<file path="src/inc/fbio_pkg.sv">
package fbio_pkg;
    // register numbers serve directly as word addresses
    localparam logic [15:0] FBIO_ADDR_CMD = 16'h07D6;       // 2006, write-only command word
    localparam logic [15:0] FBIO_ADDR_STATUS = 16'h1F3C;    // 7996
    localparam logic [15:0] FBIO_ADDR_DIAG = 16'h1F3D;      // 7997
    localparam logic [15:0] FBIO_ADDR_FAULT_LOC = 16'h1F3E; // 7998
    localparam logic [15:0] FBIO_ADDR_INPUT = 16'h1F40;     // 8000
    localparam logic [15:0] FBIO_ADDR_OUTPUT = 16'h2328;    // 9000
    localparam logic [15:0] FBIO_ADDR_WDOG = 16'h2000;      // watchdog timeout word
    // fault location codes
    localparam logic [15:0] FBIO_LOC_NONE = 16'h0000;
    localparam logic [15:0] FBIO_LOC_LOW = 16'h0001;
    localparam logic [15:0] FBIO_LOC_HIGH = 16'h0002;
    // bit positions and fixed values
    localparam int FBIO_DIAG_SHORT_BIT = 0;
    localparam int FBIO_STAT_ERR_BIT = 0;
    localparam int FBIO_CMD_CLEAR_BIT = 7;
    localparam logic [3:0] FBIO_ROTARY_DEFAULTS = 4'hF;
    localparam logic [7:0] FBIO_BYTE_ZERO = 8'h00;
    localparam logic [15:0] FBIO_WDOG_RESET = 16'h0000;
    // timing
    localparam int FBIO_CLK_HZ = 20_000_000;
    localparam int FBIO_CONN_READY_MS = 350;
    localparam int FBIO_CYCLIC_READY_MS = 500;
    // longest times round down; connection ready ahead of the bound
    localparam int FBIO_CONN_CYCLES = FBIO_CLK_HZ / 1000 * FBIO_CONN_READY_MS - 1;
    localparam int FBIO_CYCLIC_CYCLES = FBIO_CLK_HZ / 1000 * FBIO_CYCLIC_READY_MS - 1;
    localparam int FBIO_BLINK_HALF_MS = 250;
    localparam int FBIO_BLINK_CYCLES = FBIO_CLK_HZ / 1000 * FBIO_BLINK_HALF_MS;

    typedef struct packed {
        logic wr;          // one-cycle write strobe
        logic rd;          // one-cycle read strobe
        logic [15:0] addr; // register number
        logic [15:0] wdata;
    } fbio_req_t;

    typedef struct packed {
        logic green;
        logic yellow;
    } fbio_lamp_t;
endpackage

</file>
<file path="src/verilog/fbio_regs.sv">
`timescale 1ns/1ns
module fbio_regs import fbio_pkg::*; #(
    parameter int CONN_CYCLES = FBIO_CONN_CYCLES,
    parameter int CYCLIC_CYCLES = FBIO_CYCLIC_CYCLES,
    parameter int BLINK_CYCLES = FBIO_BLINK_CYCLES
) (
    input wire logic i_clock,
    input wire logic i_rst,
    input wire fbio_req_t i_req,
    output logic [15:0] o_rdata,
    output logic o_rvalid,
    output logic o_cmd_error,
    input wire logic [7:0] i_device_input,
    output logic [7:0] o_device_output,
    input wire logic [1:0] i_short_group,
    input wire logic [3:0] i_rotary,
    input wire logic i_fw_update,
    output logic o_restore_defaults,
    output logic o_conn_ready,
    output logic o_cyclic_ready,
    output logic [15:0] o_wdog_timeout,
    output logic o_wdog_auto_confirm,
    output fbio_lamp_t o_net_lamp,
    output fbio_lamp_t o_rdy_lamp
);
    // output image and watchdog timeout, both configuration
    logic [7:0] out_image, next_out_image;
    logic [15:0] wdog, next_wdog;
    // latched short groups, kept until a clear command finds them gone
    logic [1:0] fault_grp, next_fault_grp;
    // command error flag
    logic cmd_err, next_cmd_err;
    // read port
    logic [15:0] rdata, next_rdata;
    logic rvalid, next_rvalid;
    // boot timer, counts up once and then rests
    logic [31:0] boot_cnt, next_boot_cnt;
    // lamp divider and the slow toggle it steps
    logic [31:0] blink_cnt, next_blink_cnt;
    logic blink_tick;
    logic blink, next_blink;
    // register words as the client reads them
    logic [15:0] fault_group_location;
    logic [15:0] input_image_word;
    logic [15:0] output_image_word;
    logic [15:0] diag_word;
    logic [15:0] status_word;
    logic short_any;
    // write decode
    logic cmd_wr, cmd_one_hot, cmd_clear;
    logic out_wr, wdog_wr;
    logic restore;

    // full address compare; anything else falls through and is ignored
    assign cmd_wr = i_req.wr && (i_req.addr == FBIO_ADDR_CMD);
    assign cmd_one_hot = $onehot(i_req.wdata);
    assign cmd_clear = cmd_wr && cmd_one_hot && i_req.wdata[FBIO_CMD_CLEAR_BIT];
    assign out_wr = i_req.wr && (i_req.addr == FBIO_ADDR_OUTPUT);
    assign wdog_wr = i_req.wr && (i_req.addr == FBIO_ADDR_WDOG);
    // the switch is a level: defaults are held for as long as it sits at 0F
    assign restore = (i_rotary == FBIO_ROTARY_DEFAULTS);

    // group code, never per channel; low group wins if both are shorted
    always_comb begin
        if (fault_grp[0]) begin
            fault_group_location = FBIO_LOC_LOW;
        end else if (fault_grp[1]) begin
            fault_group_location = FBIO_LOC_HIGH;
        end else begin
            fault_group_location = FBIO_LOC_NONE;
        end
    end

    // byte-wide items sit in the low byte; the high byte reads zero
    assign input_image_word = {FBIO_BYTE_ZERO, i_device_input};
    assign output_image_word = {FBIO_BYTE_ZERO, out_image};
    // both flag words show the latched short, so they agree with the location
    assign short_any = |fault_grp;
    assign diag_word = 16'(short_any) << FBIO_DIAG_SHORT_BIT;
    assign status_word = 16'(short_any) << FBIO_STAT_ERR_BIT;

    // output image and watchdog; the switch overrides a write in the same cycle
    always_comb begin
        next_out_image = out_image;
        next_wdog = wdog;
        if (out_wr) begin
            next_out_image = i_req.wdata[7:0]; // high byte discarded
        end
        if (wdog_wr) begin
            next_wdog = i_req.wdata; // word kept 1:1
        end
        if (restore) begin
            next_out_image = FBIO_BYTE_ZERO;
            next_wdog = FBIO_WDOG_RESET;
        end
    end

    // configuration registers
    always_ff @(posedge i_clock or posedge i_rst) begin
        if (i_rst) begin
            out_image <= FBIO_BYTE_ZERO;
            wdog <= FBIO_WDOG_RESET;
        end else begin
            out_image <= next_out_image;
            wdog <= next_wdog;
        end
    end

    // new shorts set; a clear reloads from the live inputs, so set wins
    always_comb begin
        next_fault_grp = fault_grp | i_short_group;
        if (cmd_clear) begin
            next_fault_grp = i_short_group;
        end
    end

    // fault latch register
    always_ff @(posedge i_clock or posedge i_rst) begin
        if (i_rst) begin
            fault_grp <= 2'h0;
        end else begin
            fault_grp <= next_fault_grp;
        end
    end

    // error flag follows the last command write only
    always_comb begin
        next_cmd_err = cmd_err;
        if (cmd_wr) begin
            next_cmd_err = !cmd_one_hot;
        end
    end

    // command error register
    always_ff @(posedge i_clock or posedge i_rst) begin
        if (i_rst) begin
            cmd_err <= 1'b0;
        end else begin
            cmd_err <= next_cmd_err;
        end
    end

    // read port: data captured at the strobe edge and held until the next read
    always_comb begin
        next_rvalid = i_req.rd;
        next_rdata = rdata;
        if (i_req.rd) begin
            case (i_req.addr)
                FBIO_ADDR_FAULT_LOC: next_rdata = fault_group_location;
                FBIO_ADDR_INPUT: next_rdata = input_image_word;
                FBIO_ADDR_OUTPUT: next_rdata = output_image_word;
                FBIO_ADDR_DIAG: next_rdata = diag_word;
                FBIO_ADDR_STATUS: next_rdata = status_word;
                FBIO_ADDR_WDOG: next_rdata = wdog;
                default: next_rdata = 16'h0000; // unmapped and write-only read zero
            endcase
        end
    end

    // read data and its valid flag
    always_ff @(posedge i_clock or posedge i_rst) begin
        if (i_rst) begin
            rdata <= 16'h0000;
            rvalid <= 1'b0;
        end else begin
            rdata <= next_rdata;
            rvalid <= next_rvalid;
        end
    end

    // boot timer stops at the longer bound so it never wraps
    always_comb begin
        next_boot_cnt = boot_cnt;
        if (boot_cnt < 32'(CYCLIC_CYCLES)) begin
            next_boot_cnt = boot_cnt + 32'h1;
        end
    end

    // boot timer register
    always_ff @(posedge i_clock or posedge i_rst) begin
        if (i_rst) begin
            boot_cnt <= 32'h0;
        end else begin
            boot_cnt <= next_boot_cnt;
        end
    end

    // lamp divider: a one-cycle enable every BLINK_CYCLES clocks
    assign blink_tick = (blink_cnt >= 32'(BLINK_CYCLES - 1));
    always_comb begin
        next_blink_cnt = blink_cnt + 32'h1;
        if (blink_tick) begin
            next_blink_cnt = 32'h0;
        end
    end

    // divider register
    always_ff @(posedge i_clock or posedge i_rst) begin
        if (i_rst) begin
            blink_cnt <= 32'h0;
        end else begin
            blink_cnt <= next_blink_cnt;
        end
    end

    // slow toggle advances only when the divider enables it
    always_comb begin
        next_blink = blink;
        if (blink_tick) begin
            next_blink = !blink;
        end
    end

    // toggle register
    always_ff @(posedge i_clock or posedge i_rst) begin
        if (i_rst) begin
            blink <= 1'b0;
        end else begin
            blink <= next_blink;
        end
    end

    // outputs; readiness levels come straight from the boot timer
    assign o_rdata = rdata;
    assign o_rvalid = rvalid;
    assign o_cmd_error = cmd_err;
    assign o_device_output = out_image;
    assign o_restore_defaults = restore;
    assign o_conn_ready = boot_cnt >= 32'(CONN_CYCLES);
    assign o_cyclic_ready = boot_cnt >= 32'(CYCLIC_CYCLES);
    assign o_wdog_timeout = wdog;
    assign o_wdog_auto_confirm = 1'b1; // only auto confirm is offered
    // network lamp steady green once booted, never yellow
    assign o_net_lamp = '{green: o_cyclic_ready, yellow: 1'b0};
    // ready lamp flashes yellow all through an update
    assign o_rdy_lamp = '{green: !i_fw_update && o_cyclic_ready,
        yellow: i_fw_update && blink};
endmodule // fbio_regs

</file>
<file path="config.mk">
export PLATFORM = sky130hd
export DESIGN_NAME = fbio_regs
export DESIGN_NICKNAME = d
export VERILOG_FILES = /design/src/inc/fbio_pkg.sv /design/src/verilog/fbio_regs.sv
export SDC_FILE = /design/constraint.sdc
export NUM_CORES = 1
export LEC_CHECK = 0
export ABC_AREA = 1
export BUFFER_PORTS_ARGS = -buffer_cell sky130_fd_sc_hd__buf_2
export CAP_MARGIN = 40
export CELL_PAD_IN_SITES_DETAIL_PLACEMENT = 1
export CELL_PAD_IN_SITES_GLOBAL_PLACEMENT = 2
export CORE_ASPECT_RATIO = 1.25
export CORE_MARGIN = 8
export CORE_UTILIZATION = 35
export DETAILED_ROUTE_END_ITERATION = 8
export MAX_ROUTING_LAYER = met4
export PLACE_DENSITY_LB_ADDON = 0.1
export SYNTH_ARGS = -nofsm -noshare
export SYNTH_HDL_FRONTEND = slang
export SYNTH_SLANG_ARGS = --single-unit
</file>
<file path="constraint.sdc">
create_clock -name i_clock -period 10.12 [get_ports i_clock]
set_clock_uncertainty 0.05 [all_clocks]
set_input_delay 2.53 -clock i_clock [delete_from_list [all_inputs] [get_ports i_clock]]
set_output_delay 2.53 -clock i_clock [all_outputs]
set_load 0.01 [all_outputs]
</file>
==> flow_metrics.py <==
metrics = {
    "cells_and_area": {
        "layout_commonest_cell": "nand2_1",
        "layout.nets": 975,
        "final_area_mm2": 0.00724,
        "layout-drive-gt1-share": 0.147,
        "syn_to_final_growth_pct": 16.9,
        "final_cell_mix": "225 x nand2_1, 109 x nor2_1, 109 x dfrtp_1",
        "instances_no_fill": 1136,
        "utilization": 0.415,
    },
    "synthesis": {
        "synth_top_area_cell": "dfrtp_1",
        "synthCells": 813,
        "netlist.area_leader.share": 0.440,
        "yosysWarnings": 0,
        "synth_seq_area_share": 0.440,
        "synth.avg_cell_area_um2": 7.62,
        "synth_area_leaders": "dfrtp_1 44%, nand2_1 14%, nand3_1 7.5%",
        "yosysUniqueCellTypes": 41,
        "netlist_area_mm2": 0.00619,
        "ys_ff_latch": 109,
    },
    "floorplanning": {
        "die_w_um": 135,
        "start_util": 0.355,
        "rows": 54,
        "core_area_mm2": 0.0174,
        "die_h_um": 165,
        "fp.dieArea_mm2": 0.0222,
        "io_pins": 101,
    },
    "timing": {
        "post-route-period-util": 0.591,
        "finalMaxSlewViolations": 0,
        "fin_ws_ns": 4.14,
        "slew_headroom": 0.539,
        "fin_crit_ns": 5.98,
        "max_freq_ghz": 0.167,
        "setup_viol": 0,
        "final_hold_viol_count": 0,
        "rsz0062_at_grt": "no",
        "tightest_slew_ns": 0.692,
        "tns_ns": 0,
    },
    "placement": {
        "dp_cells": 1120,
        "dp_hpwl_um": 14300,
        "numPortBuffers": 98,
        "placed_cell_area_mm2": 0.00691,
        "gp_congestion": 0.839,
        "dp_slack_ns": 3.73,
    },
    "worst_setup_path": {
        "worstPathRequired_ns": 10.29,
        "cp_cell_sequence": "buf_2 > fa_1 > fa_1 > fa_1 > inv_1 > fa_1 > inv_1 > ha_1 > fa_1 > nor2_1 > nand3b_1 > nor2_1 > nand3_1 > nor2_1 > o21bai_1",
        "crit_top_cell": "fa_1",
        "critPathArrivalTime_ns": 6.15,
        "slowest_delay_ns": 0.60,
        "path_class": "in -> reg",
        "cp_top_family": "adder cells",
        "crit_buf_inv": 3,
        "cp-start-kind": "primary input",
        "cp-end-kind": "flop",
        "path_max_fanout": 3,
        "slowest_stage": "fa_1",
    },
    "global_routing": {
        "grt_overflow": 0,
        "grt_max_degree": 62,
        "grt_pass1_wl_um": 31300,
        "track_usage": 0.180,
        "antenna_found_initial": 1,
        "grt_pass1_vias": 6285,
    },
    "route": {
        "drc": 0,
        "wl_per_cell_um": 15.9,
        "routed_via_density": 4.85,
        "wl_um": 18000,
        "first_pass_iters": 4,
        "drt_iter0_markers": 176,
        "via_count": 5513,
        "drt.antenna.violating_nets": 0,
    },
    "clock_tree": {
        "cts_resized": 0,
        "postCtsSetupBuffers": 0,
        "clk_latency_ns": 0.35,
        "root_buffer": "clkbuf_16",
        "clkTransAtPathRegs_ns": 0.07,
        "htree_levels": 3,
        "cts_made_buffers": 9,
        "cts_buffer_depth": 2,
        "cts_sinks": 109,
        "cts_tree": "yes",
        "postCtsHoldBufs": 0,
    },
    "pwr": {
        "p_int_uw": 724,
        "pwr-share-seq": 0.464,
        "p_switching_uw": 261,
        "power.leakage_nw": 3.59,
        "peakVddDrop_mv": 0.0825,
        "powerDensity_mw_per_mm2": 136,
        "combPwrFrac": 0.133,
        "p_sw_frac": 0.265,
        "clock_power_share": 0.403,
    },
    "run": {
        "maxCapViolCount": 0,
    },
    "min_path": {
        "hp-class": "reg -> reg",
    },
    "status": {
        "outcome": "complete, no violations",
    },
}
## flip-flops by register name (all words and copies together), names as in the netlist
| register | cells |
|---|---|
| o_rdata | 16 |
| blink | 1 |
| boot_cnt | 32 |
| fault_grp | 2 |
| o_rvalid | 1 |
| o_wdog_timeout | 16 |
| blink_cnt | 32 |
| o_cmd_error | 1 |
| o_device_output | 8 |
## through the flow
step           power (mW)  hold WS [ns]
5_1_grt              1.04         0.346
4_1_cts              1.00         0.334
6_report            0.985         0.329
3_3_place_gp        0.588         0.316
2_1_floorplan       0.545         0.375
3_5_place_dp        0.599         0.319
## synth_stat cells (all sizes together)
| master | number |
|---|---|
| dfrtp | 109 |
| buf | 14 |
| fa | 10 |
| nand2 | 228 |
| nor2 | 114 |
| o211ai | 1 |
| clkbuf | 14 |
| or2 | 1 |
| o21ai | 22 |
| o22ai | 3 |
| and2 | 1 |
| ha | 7 |
| clkinv | 1 |
| o31ai | 9 |
| a211oi | 2 |
| nor3 | 21 |
| nor4 | 2 |
| conb | 2 |
| inv | 92 |
| nand4 | 22 |
| o21a | 1 |
| nand3 | 94 |
| and3 | 1 |
| xnor2 | 6 |
| a21oi | 6 |
| o21bai | 2 |
| nand3b | 4 |
| xor2 | 24 |
## worst paths after layout
check                        startpoint           end  slack (ns)  cells after the start
setup / recovery               i_req[0]  fault_grp[0]        4.14                     15
max in group asynchronous         i_rst  fault_grp[0]        6.90                      4
hold / removal             boot_cnt[29]  boot_cnt[29]        0.33                      0
setup reg to reg            boot_cnt[0]   boot_cnt[5]        7.87                     11
min in group asynchronous         i_rst  blink_cnt[1]        2.16                      2
hold reg to reg            boot_cnt[29]  boot_cnt[29]        0.33                      0
## cell families after synthesis
group                    share of synthesized area
AND/OR/NAND/NOR                              0.343
buffers and inverters                       0.0802
flip-flops                                   0.440
AO/OA/AOI/OAI                               0.0459
XOR/XNOR                                    0.0424
adder cells (fa/ha/maj)                     0.0465
other                                      0.00121
## layer usage
| layer | GRT usage | share of wire | vias up |
|---|---|---|---|
| li1 | - | - | 2752 |
| met1 | 0.219 | 0.46 | 2659 |
| met2 | 0.301 | 0.49 | 84 |
| met3 | 0.0265 | 0.026 | 18 |
| met4 | 0.0597 | 0.019 | 0 |
| met5 | - | 0 | - |
## final cells by class
cell class | instances | area (µm²)
Clock buffer | 10 | 239
Sequential cell | 109 | 2730
Fill cell | 2190 | 10200
Timing Repair Buffer | 102 | 548
Multi-Input combinational cell | 592 | 3000
Tap cell | 224 | 280
Clock inverter | 5 | 88.8
Inverter | 93 | 352
Antenna cell | 1 | 2.50
## power groups by stage
stage | registers [mW] | logic (mW) | clock network [mW]
4_1_cts | 0.457 | 0.135 | 0.411
2_1_floorplan | 0.467 | 0.0774 | 0
3_5_place_dp | 0.465 | 0.133 | 0
3_3_place_gp | 0.465 | 0.122 | 0
5_1_grt | 0.459 | 0.153 | 0.427
6_report | 0.457 | 0.131 | 0.397
No activity file was read; power rests on OpenSTA's default activity.
